### src/logic/tts_regs.svh
// register offsets, field positions, reset values and counts of the trace trigger sequencer
// Summary of operation
// - each term matches its own primary qualifier
// - one shared restart qualifier for all terms
// - trigger on primary branch out of last term
// - primary branch advances exactly one term
// - restart match returns to term one
// - after trigger store 511, 255 or 0 more states (start, centre, end), stop
// - stored states flag sequencer branch states
// - easy sequencer holds at most four terms
// - insert before existing term, else append any
// - delete renumbers later terms down by one
// - store-never qualifier still stores branch states
// - programmable trigger position, centre splits memory
// - entering complex mode reinitialises all settings
// - easy mode clears patterns, position, count, prestore
// - eight pattern comparators plus one range
// - comparators in two sets, set operators combine
// - pattern always, never, AND-equal or OR-unequal
// - occurrence count must match before primary branch
// - branch states always stored
// - reset leaves exactly one sequence term
`ifndef TTS_REGS_SVH
`define TTS_REGS_SVH
`define TTS_OFF_CTRL      8'h00
`define TTS_OFF_CFG       8'h04
`define TTS_OFF_STATUS    8'h08
`define TTS_OFF_SEQCMD    8'h0C
`define TTS_OFF_STOREQ    8'h10
`define TTS_OFF_RESTARTQ  8'h14
`define TTS_OFF_COUNTQ    8'h18
`define TTS_OFF_PREQ      8'h1C
`define TTS_OFF_RANGE_LO  8'h20
`define TTS_OFF_RANGE_HI  8'h24
`define TTS_OFF_EVCOUNT   8'h28
`define TTS_OFF_TERM_BASE 8'h40
`define TTS_OFF_PAT_BASE  8'h80
`define TTS_CTRL_START    0
`define TTS_CTRL_STOP     1
`define TTS_CFG_COMPLEX   0
`define TTS_CFG_TP_LSB    2
`define TTS_CMD_INSERT    2'h1
`define TTS_CMD_DELETE    2'h2
`define TTS_CMD_RESET     2'h3
`define TTS_QUAL_ANY      14'h0040
`define TTS_QUAL_NEVER    14'h0000
`define TTS_MAX_TERMS     3'h4
`define TTS_DEPTH         10'h200
`define TTS_TP_START      2'h0
`define TTS_TP_CENTER     2'h1
`define TTS_TP_END        2'h2
`endif

### src/logic/tts_pkg.sv
// types shared by the trace trigger sequencer
package tts_pkg;
  typedef struct packed {
    logic [31:0] addr;
    logic [31:0] data;
    logic [15:0] stat;
  } tts_state_t;
  typedef struct packed {
    logic       branch;
    logic       prestore;
    tts_state_t st;
  } tts_rec_t;
  // set a: bits 3:0 patterns one..four, bit 4 range; set b: patterns five..eight
  typedef struct packed {
    logic [1:0] comb;
    logic       nor_b;
    logic [3:0] set_b;
    logic       nor_a;
    logic       neg_r;
    logic [4:0] set_a;
  } tts_qual_t;
  typedef enum logic [1:0] {
    TTS_PM_NEVER  = 2'b00,
    TTS_PM_ALWAYS = 2'b01,
    TTS_PM_AND_EQ = 2'b10,
    TTS_PM_OR_NE  = 2'b11
  } tts_pmode_t;
  typedef enum logic [1:0] {
    TTS_IDLE = 2'b00,
    TTS_PRE  = 2'b01,
    TTS_POST = 2'b10,
    TTS_DONE = 2'b11
  } tts_run_t;
endpackage

### src/logic/tts_sequencer.sv
// trace trigger sequencer with state qualifiers and apb register file
`timescale 1ns/1ns
`default_nettype none
`include "tts_regs.svh"
module tts_sequencer
  import tts_pkg::*;
(
  // clock and reset
  input  wire logic        pclk,
  input  wire logic        presetn,
  // apb slave
  input  wire logic        psel,
  input  wire logic        penable,
  input  wire logic        pwrite,
  input  wire logic [7:0]  paddr,
  input  wire logic [31:0] pwdata,
  output logic      [31:0] prdata,
  output logic             pready,
  output logic             pslverr,
  // captured bus states
  input  wire logic        cap_valid,
  input  wire tts_state_t  cap_state,
  // trace memory write port
  output logic             rec_valid_ff,
  output logic [8:0]       rec_addr_ff,
  output tts_rec_t         rec_ff,
  output logic             trig_ff
);
  logic [3:0]  pat_ctrl_ff [8];
  logic [31:0] pat_val_ff  [8];
  logic [31:0] pat_mask_ff [8];
  tts_qual_t   tq_ff [4];
  logic [15:0] tc_ff [4];
  tts_qual_t   storeq_ff, restartq_ff, countq_ff, preq_ff;
  logic [31:0] rlo_ff, rhi_ff, evcount_ff;
  logic        complex_ff;
  logic [1:0]  trigger_position_select_ff;
  logic [2:0]  nterms_ff, term_ff;
  logic [15:0] occ_ff;
  logic [9:0]  post_ff;
  tts_run_t    run_ff;
  logic [7:0]  pmatch;
  logic        rmatch;

  // apb decode: zero wait states
  logic wr, acc, hit_term, hit_pat, go_cx, go_ez, cmd_ok, idle;
  logic [1:0] tidx;
  logic [2:0] pidx;
  assign acc      = psel & penable;
  assign wr       = acc & pwrite;
  assign pready   = 1'b1;
  assign hit_term = paddr[7:6] == 2'b01 && paddr[5] == 1'b0 && paddr[1:0] == 2'b00
                    && paddr[2] == 1'b0 || paddr[7:6] == 2'b01 && paddr[5] == 1'b0
                    && paddr[1:0] == 2'b00;
  assign tidx     = paddr[4:3];
  assign hit_pat  = paddr[7] && paddr[3:0] != 4'hC && paddr[1:0] == 2'b00;
  assign pidx     = paddr[6:4];
  assign idle     = run_ff == TTS_IDLE || run_ff == TTS_DONE;
  assign go_cx    = wr && paddr == `TTS_OFF_CFG && pwdata[`TTS_CFG_COMPLEX] && !complex_ff;
  assign go_ez    = wr && paddr == `TTS_OFF_CFG && !pwdata[`TTS_CFG_COMPLEX] && complex_ff;
  // term edits are refused while a trace runs
  assign cmd_ok   = wr && paddr == `TTS_OFF_SEQCMD && idle;

  always_comb begin
    prdata  = 32'h0;
    pslverr = 1'b0;
    if (hit_term) begin
      prdata = paddr[2] ? {16'h0, tc_ff[tidx]} : {18'h0, tq_ff[tidx]};
    end else if (hit_pat) begin
      unique case (paddr[3:2])
        2'h0: prdata = {28'h0, pat_ctrl_ff[pidx]};
        2'h1: prdata = pat_val_ff[pidx];
        default: prdata = pat_mask_ff[pidx];
      endcase
    end else begin
      unique case (paddr)
        `TTS_OFF_CTRL, `TTS_OFF_SEQCMD: prdata = 32'h0;
        `TTS_OFF_CFG:      prdata = {28'h0, trigger_position_select_ff, 1'b0, complex_ff};
        `TTS_OFF_STATUS:   prdata = {occ_ff, 5'h0, nterms_ff, 1'b0, term_ff + 3'h1,
                                     2'h0, run_ff};
        `TTS_OFF_STOREQ:   prdata = {18'h0, storeq_ff};
        `TTS_OFF_RESTARTQ: prdata = {18'h0, restartq_ff};
        `TTS_OFF_COUNTQ:   prdata = {18'h0, countq_ff};
        `TTS_OFF_PREQ:     prdata = {18'h0, preq_ff};
        `TTS_OFF_RANGE_LO: prdata = rlo_ff;
        `TTS_OFF_RANGE_HI: prdata = rhi_ff;
        `TTS_OFF_EVCOUNT:  prdata = evcount_ff;
        default:           pslverr = acc;
      endcase
    end
  end

  // pattern comparators, one per entry
  genvar gi;
  generate
    for (gi = 0; gi < 8; gi++) begin : g_pat
      logic [31:0] lab;
      logic        eq;
      always_comb begin
        unique case (pat_ctrl_ff[gi][3:2])
          2'h0:    lab = cap_state.addr;
          2'h1:    lab = cap_state.data;
          default: lab = {16'h0, cap_state.stat};
        endcase
      end
      assign eq = ((lab ^ pat_val_ff[gi]) & pat_mask_ff[gi]) == 32'h0;
      always_comb begin
        unique case (tts_pmode_t'(pat_ctrl_ff[gi][1:0]))
          TTS_PM_NEVER:  pmatch[gi] = 1'b0;
          TTS_PM_ALWAYS: pmatch[gi] = 1'b1;
          TTS_PM_AND_EQ: pmatch[gi] = eq;
          TTS_PM_OR_NE:  pmatch[gi] = !eq;
        endcase
      end
    end
  endgenerate
  assign rmatch = cap_state.addr >= rlo_ff && cap_state.addr <= rhi_ff;

  // within a set: or / nor; between sets: and / or
  function automatic logic qual_eval(input tts_qual_t q, input logic [7:0] pm,
                                     input logic rm);
    logic [4:0] ra;
    logic       a, b;
    ra = {rm ^ q.neg_r, pm[3:0]} & q.set_a;
    a  = q.nor_a ? ~|ra : |ra;
    b  = q.nor_b ? ~|(pm[7:4] & q.set_b) : |(pm[7:4] & q.set_b);
    unique case (q.comb)
      2'h0: qual_eval = a;
      2'h1: qual_eval = b;
      2'h2: qual_eval = a & b;
      2'h3: qual_eval = a | b;
    endcase
  endfunction

  // all decisions are combinational in the capture cycle
  logic seq_on, q_prim, q_rst, q_sto, q_pre, prim_hit, occ_done, take_prim;
  logic restart, branch, last, trig, store;
  assign seq_on    = cap_valid && run_ff == TTS_PRE;
  assign q_prim    = qual_eval(tq_ff[term_ff[1:0]], pmatch, rmatch);
  assign q_rst     = qual_eval(restartq_ff, pmatch, rmatch);
  assign q_sto     = qual_eval(storeq_ff, pmatch, rmatch);
  assign q_pre     = qual_eval(preq_ff, pmatch, rmatch);
  assign prim_hit  = seq_on && q_prim;
  assign occ_done  = occ_ff <= 16'h1;
  assign take_prim = prim_hit && occ_done;
  // a completed primary match wins over a restart in the same state
  assign restart   = seq_on && q_rst && !take_prim;
  assign branch    = take_prim || restart;
  assign last      = term_ff == nterms_ff - 3'h1;
  assign trig      = take_prim && last;
  assign store     = cap_valid && (run_ff == TTS_PRE || run_ff == TTS_POST)
                     && (q_sto || branch || q_pre);

  // configuration, qualifiers and patterns
  always_ff @(posedge pclk or negedge presetn) begin
    if (!presetn) begin
      complex_ff <= 1'b0;
    end else if (wr && paddr == `TTS_OFF_CFG) begin
      complex_ff <= pwdata[`TTS_CFG_COMPLEX];
    end
  end

  always_ff @(posedge pclk or negedge presetn) begin
    if (!presetn) begin
      trigger_position_select_ff <= `TTS_TP_START;
      storeq_ff   <= `TTS_QUAL_ANY;
      restartq_ff <= `TTS_QUAL_NEVER;
      countq_ff   <= `TTS_QUAL_ANY;
      preq_ff     <= `TTS_QUAL_NEVER;
      rlo_ff      <= 32'h0;
      rhi_ff      <= 32'h0;
      for (int i = 0; i < 8; i++) begin
        pat_ctrl_ff[i] <= 4'h0;
        pat_val_ff[i]  <= 32'h0;
        pat_mask_ff[i] <= 32'h0;
      end
    end else if (go_cx || go_ez) begin
      trigger_position_select_ff <= `TTS_TP_START;
      countq_ff <= `TTS_QUAL_ANY;
      preq_ff   <= `TTS_QUAL_NEVER;
      for (int i = 0; i < 8; i++) begin
        pat_ctrl_ff[i] <= 4'h0;
        pat_val_ff[i]  <= 32'h0;
        pat_mask_ff[i] <= 32'h0;
      end
      if (go_cx) begin
        storeq_ff   <= `TTS_QUAL_ANY;
        restartq_ff <= `TTS_QUAL_NEVER;
        rlo_ff      <= 32'h0;
        rhi_ff      <= 32'h0;
      end
    end else if (wr) begin
      if (hit_pat) begin
        unique case (paddr[3:2])
          2'h0: pat_ctrl_ff[pidx] <= pwdata[3:0];
          2'h1: pat_val_ff[pidx]  <= pwdata;
          default: pat_mask_ff[pidx] <= pwdata;
        endcase
      end
      if (paddr == `TTS_OFF_CFG) trigger_position_select_ff <= pwdata[3:2];
      if (paddr == `TTS_OFF_STOREQ) storeq_ff <= pwdata[13:0];
      if (paddr == `TTS_OFF_RESTARTQ) restartq_ff <= pwdata[13:0];
      if (paddr == `TTS_OFF_COUNTQ) countq_ff <= pwdata[13:0];
      if (paddr == `TTS_OFF_PREQ) preq_ff <= pwdata[13:0];
      if (paddr == `TTS_OFF_RANGE_LO) rlo_ff <= pwdata;
      if (paddr == `TTS_OFF_RANGE_HI) rhi_ff <= pwdata;
    end
  end

  // sequence term list: insert, delete, reset, direct writes
  logic [2:0] ck;
  assign ck = pwdata[4:2] - 3'h1;
  always_ff @(posedge pclk or negedge presetn) begin
    if (!presetn) begin
      nterms_ff <= 3'h1;
      for (int i = 0; i < 4; i++) begin
        tq_ff[i] <= `TTS_QUAL_ANY;
        tc_ff[i] <= 16'h1;
      end
    end else if (go_cx || cmd_ok && pwdata[1:0] == `TTS_CMD_RESET) begin
      nterms_ff <= 3'h1;
      for (int i = 0; i < 4; i++) begin
        tq_ff[i] <= `TTS_QUAL_ANY;
        tc_ff[i] <= 16'h1;
      end
    end else if (cmd_ok && pwdata[1:0] == `TTS_CMD_INSERT) begin
      if (nterms_ff < `TTS_MAX_TERMS) begin
        nterms_ff <= nterms_ff + 3'h1;
        for (int i = 1; i < 4; i++) begin
          if (i > ck && ck < nterms_ff) begin
            tq_ff[i] <= tq_ff[i-1];
            tc_ff[i] <= tc_ff[i-1];
          end
        end
        tq_ff[(ck < nterms_ff) ? ck[1:0] : nterms_ff[1:0]] <= `TTS_QUAL_ANY;
        tc_ff[(ck < nterms_ff) ? ck[1:0] : nterms_ff[1:0]] <= 16'h1;
      end
    end else if (cmd_ok && pwdata[1:0] == `TTS_CMD_DELETE) begin
      if (nterms_ff > 3'h1 && ck < nterms_ff) begin
        nterms_ff <= nterms_ff - 3'h1;
        for (int i = 0; i < 3; i++) begin
          if (i >= ck) begin
            tq_ff[i] <= tq_ff[i+1];
            tc_ff[i] <= tc_ff[i+1];
          end
        end
        tq_ff[3] <= `TTS_QUAL_ANY;
        tc_ff[3] <= 16'h1;
      end
    end else if (wr && hit_term && idle) begin
      if (paddr[2]) tc_ff[tidx] <= pwdata[15:0];
      else tq_ff[tidx] <= pwdata[13:0];
    end
  end

  // run control and sequencer position
  logic [9:0] post_len;
  always_comb begin
    unique case (trigger_position_select_ff)
      `TTS_TP_START:  post_len = `TTS_DEPTH - 10'h1;
      `TTS_TP_CENTER: post_len = (`TTS_DEPTH >> 1) - 10'h1;
      default:        post_len = 10'h0;
    endcase
  end

  always_ff @(posedge pclk or negedge presetn) begin
    if (!presetn) begin
      run_ff  <= TTS_IDLE;
      term_ff <= 3'h0;
      occ_ff  <= 16'h1;
      post_ff <= 10'h0;
    end else if (wr && paddr == `TTS_OFF_CTRL && pwdata[`TTS_CTRL_START]) begin
      run_ff  <= TTS_PRE;
      term_ff <= 3'h0;
      occ_ff  <= tc_ff[0];
    end else if (go_cx || wr && paddr == `TTS_OFF_CTRL && pwdata[`TTS_CTRL_STOP]) begin
      run_ff <= TTS_DONE;
    end else begin
      unique case (run_ff)
        TTS_PRE: begin
          if (trig) begin
            term_ff <= term_ff + 3'h1;
            post_ff <= post_len;
            run_ff  <= (post_len == 10'h0) ? TTS_DONE : TTS_POST;
          end else if (take_prim) begin
            term_ff <= term_ff + 3'h1;
            occ_ff  <= tc_ff[term_ff[1:0] + 2'h1];
          end else if (restart) begin
            term_ff <= 3'h0;
            occ_ff  <= tc_ff[0];
          end else if (prim_hit) begin
            occ_ff <= occ_ff - 16'h1;
          end
        end
        TTS_POST: begin
          if (store) begin
            post_ff <= post_ff - 10'h1;
            if (post_ff == 10'h1) run_ff <= TTS_DONE;
          end
        end
        TTS_IDLE, TTS_DONE: begin
          run_ff <= run_ff;
        end
      endcase
    end
  end

  // trace memory write port and count qualifier
  always_ff @(posedge pclk or negedge presetn) begin
    if (!presetn) begin
      rec_valid_ff <= 1'b0;
      rec_addr_ff  <= 9'h1FF;
      rec_ff       <= '0;
      trig_ff      <= 1'b0;
      evcount_ff   <= 32'h0;
    end else begin
      rec_valid_ff <= store;
      trig_ff      <= trig && run_ff == TTS_PRE;
      if (store) begin
        rec_addr_ff <= rec_addr_ff + 9'h1;
        rec_ff      <= {branch, q_pre && !q_sto && !branch, cap_state};
      end
      if (wr && paddr == `TTS_OFF_CTRL && pwdata[`TTS_CTRL_START]) begin
        evcount_ff <= 32'h0;
      end else if (cap_valid && run_ff != TTS_IDLE && run_ff != TTS_DONE
                   && qual_eval(countq_ff, pmatch, rmatch)) begin
        evcount_ff <= evcount_ff + 32'h1;
      end
    end
  end
endmodule
`default_nettype wire

### config.mk
export PLATFORM = sky130hd
export DESIGN_NAME = tts_sequencer
export DESIGN_NICKNAME = d
export VERILOG_FILES = /design/src/logic/tts_pkg.sv /design/src/logic/tts_sequencer.sv
export VERILOG_INCLUDE_DIRS = /design/src /design/src/logic
export SDC_FILE = /design/constraint.sdc
export NUM_CORES = 2
export LEC_CHECK = 0
export BUFFER_PORTS_ARGS = -buffer_cell sky130_fd_sc_hd__buf_2
export CAP_MARGIN = 20
export CORE_MARGIN = 1
export CORE_UTILIZATION = 60
export DETAILED_ROUTE_END_ITERATION = 10
export PLACE_DENSITY = 0.78
export RECOVER_POWER = 100
export SKIP_CTS_REPAIR_TIMING = 1
export SLEW_MARGIN = 20
export SYNTH_ARGS = -nofsm -noshare
export SYNTH_HDL_FRONTEND = slang
export SYNTH_SLANG_ARGS = --single-unit
### constraint.sdc
create_clock -name pclk -period 14.39 [get_ports pclk]
set_input_delay 0.7195 -clock pclk [delete_from_list [all_inputs] [get_ports pclk]]
set_output_delay 0.7195 -clock pclk [all_outputs]
set_load 0.005 [all_outputs]
==> run metrics <==
# fillers about 7600; Die H around 310 um; Leakage Power approximately 0.026 uW; # DRC 0; cell count after synthesis 6054; total clock sinks 946; Worst Reg2Reg Path Length in Cells 17; largest net degree at the start of global routing between 150 and 200; Crit path arrival time ~12000 ps; Yosys top cell by area dfrtp_1; area delta synth->final 8.80%; Core ar. between 90000 and 100000 um^2; reg2reg end rec_ff[57]; flops & latches, synth between 900 and 1000; layout cell share with drive strength beyond 1 0.138; CP Cell Sequence clkbuf_1 -> clkinv_1 -> a211o_1 -> a21boi_0 -> nor4_1 -> nand4_1 -> nor4_1 -> clkbuf_1 -> o21ai_0 -> and4_1 -> mux2i_1 -> nor2_1 -> a21o_1 -> o41ai_1 -> clkbuf_1 -> buf_4 -> mux2_2; r2r setup slk 3380 ps; initial drt markers between 9000 and 10000; Max Transition Viols Final 1588; Setup crit end kind flop; htree depth 3; drt first pass iters 9; syn nets between 6000 and 7000; Worst Hold Class input pin to flop; CP max-delay cell clkbuf_1; root buffer cell clkbuf_16; Synth cell types 96; Clock Tree Buf Depth 3; MaxCap Viol Count 38; vias in the first global route slightly above 50000; Syn Area/Cell roughly 9.5 um^2; Final ANT Viol Nets 0; CP dominant cell by count clkbuf_1; Placed Cells around 7100; post-synth top area share 0.404; Die Area roughly 97000 um^2; Synth area leaders dfrtp_1 (40%), o21ai_0 (8.0%), mux4_2 (7.7%); initial core utilization 0.610; worst-path fanout max 60; Worst-Skew Late Latency about 740 ps; nets just over 6000; min-delay src pwdata[14]; Peak VDD IR between 0.1 and 0.15 mV; number of synthesized flops with an enable pin 0; WL per Instance between 30 and 40 um; cts bufs inserted ~110; Routed WL 247000 um; RSZ-0062 raised after global routing no; Vias/cell between 7 and 8; vias approximately 54000; sequential cell area fraction in the yosys report 0.414; first-pass GRT wire length approximately 360000 um; # setup viols final 0; # rows ~110; Top FF cell, synth dfrtp_1; Syn Std Cell Area between 50000 and 60000 um^2; part of the cycle the worst path needs 0.765; YS warnings 0; CP max stage delay 2000 ps; total negative slack 0 ps; initial antenna violation count 21; worst-margin pin slew around 5300 ps; Port Buffers approximately 250; crit path launch type flop; fraction of registers with async set/reset 1.00; Die W 311 um; GRT Util Overall 0.504; post-DP HPWL 171000 um; crit path to rec_ff[57]; FF-to-FF Start pat_ctrl_ff[15]; final hold violations 0; failing checks max-capacitance violations, max-slew violations; crit path kind flop to flop; fin cells approximately 7400; TritonCTS clock tree built; Tmin final 11010 ps; GPL Wtd Cong between 1 and 1.5; CP Launch Point pat_ctrl_ff[15]; total gr overflow 0; Cell Pwr Density just over 100 nW/um^2; Clock Pin Slew Worst Setup and Hold Paths approximately 70 ps; Setup Skew roughly 32 ps; fmax around 0.091 GHz; relative slew slack -2.52; num ports between 200 and 300; Critical Path RT 14990 ps; status finished, violations left
synthesized netlist by cell type (all sizes together), types with 25 or more instances:
cell type,instances
a21oi,181
ha,82
nor2,209
a31oi,26
o22a,25
mux4,196
mux2,137
nand2b,43
nand2,1043
a221oi,48
o211ai,30
nand3,60
dfrtp,925
a22o,60
nand4,37
nor4,48
a21boi,52
xor2,186
buf,121
o21ai,944
a22oi,166
mux2i,309
clkbuf,390
or3,53
xnor2,106
nor3,59
inv,128
and3,32
layout make-up:
type	count	area [um^2]	share of cell area
clock buffer	157	3080	0.0494
tap	1254	1570	0.0252
antenna	10	25.0	0.000402
timing repair buffer	347	1860	0.0298
clock inverter	42	435	0.00699
sequential	946	23700	0.381
multi-input combinational	4468	31100	0.500
inverter	129	484	0.00778
through the flow:
stage          utilization  power (uW)  area, um^2  hold slack [ps]  setup slack, ps
3_5_place_dp         0.629        3700       59000              476             7200
4_1_cts              0.666        6430       62500             18.8             7230
5_1_grt              0.663        6610       62300              447             3390
6_report             0.663        6480       62300              400             3380
2_1_floorplan            -        3350       57200              424             9430
3_3_place_gp         0.628        3680       59000              468             6520
where the power goes:
group          switching, uW  leakage [uW]  total (uW)  internal (uW)
sequential               138        0.0130        2890           2750
clock                   1190       0.00173        2780           1590
combinational            535        0.0115         806            271
worst min-delay path by stage:
stage | end | slack [ps] | cells past startpoint
floorplan | complex_ff | 420 | 0
finish | tc_ff[14] | 400 | 3
detailed placement | rec_ff[48] | 480 | 2
global route | rec_ff[37] | 450 | 2
global placement | rec_ff[48] | 470 | 2
CTS | rec_ff[44] | 20 | 1
critical path: cells and delay by family, from the launching register on:
kind                   cells  cell delay (ps)
AO/OA/AOI/OAI              5             2420
flip-flops                 1              780
AND/OR/NAND/NOR            5              900
multiplexers               2              730
buffers and inverters      5             5890
logic make-up (layout without fill, tap and decap cells):
family          Yosys count  count (layout)  synth area share
compound gates         1752            1752             0.188
fa+ha+maj                82              82            0.0179
flops                   946             946             0.414
buf+inv                 640             675            0.0452
mux                     642             642             0.158
simple gates           1699            1699             0.131
xor+xnor                292             292            0.0449
other cells               1              11         0.0000655
cell usage in the layout, fill, tap and decap left out, types with 51 or more instances in the layout:
master,n
nor2_1,201
nand2_1,1038
dfrtp_1,915
inv_1,128
nand3_1,59
mux2_2,137
or3_1,53
ha_1,82
clkbuf_1,115
a22oi_1,165
a21oi_1,181
xor2_1,186
mux4_2,196
o21ai_0,915
xnor2_1,105
a21boi_0,51
mux2i_1,309
a22o_1,60
buf_4,63
nor3_1,55
buf_2,187
clkbuf_16,107
metal layers:
layer,up-vias,track usage,share of wire
met4,28,0.318,0.083
met1,26300,0.659,0.35
met2,4988,0.680,0.40
met3,1138,0.220,0.17
li1,21800,-,-
met5,-,0.0128,0.0014
flip-flops by register name (all words and copies together) (netlist names):
| register | flops |
|---|---|
| evcount_ff | 32 |
| restartq_ff | 14 |
| complex_ff | 1 |
| tq_ff | 56 |
| run_ff | 2 |
| pat_mask_ff | 256 |
| post_ff | 10 |
| rhi_ff | 32 |
| pat_val_ff | 256 |
| rec_addr_ff | 9 |
| trigger_position_select_ff | 2 |
| pat_ctrl_ff | 32 |
| rlo_ff | 32 |
| rec_ff | 82 |
| countq_ff | 14 |
| nterms_ff | 3 |
| occ_ff | 16 |
| preq_ff | 14 |
| tc_ff | 64 |
| storeq_ff | 14 |
| rec_valid_ff | 1 |
| trig_ff | 1 |
| term_ff | 3 |
Power figures use the tool's default switching activity.
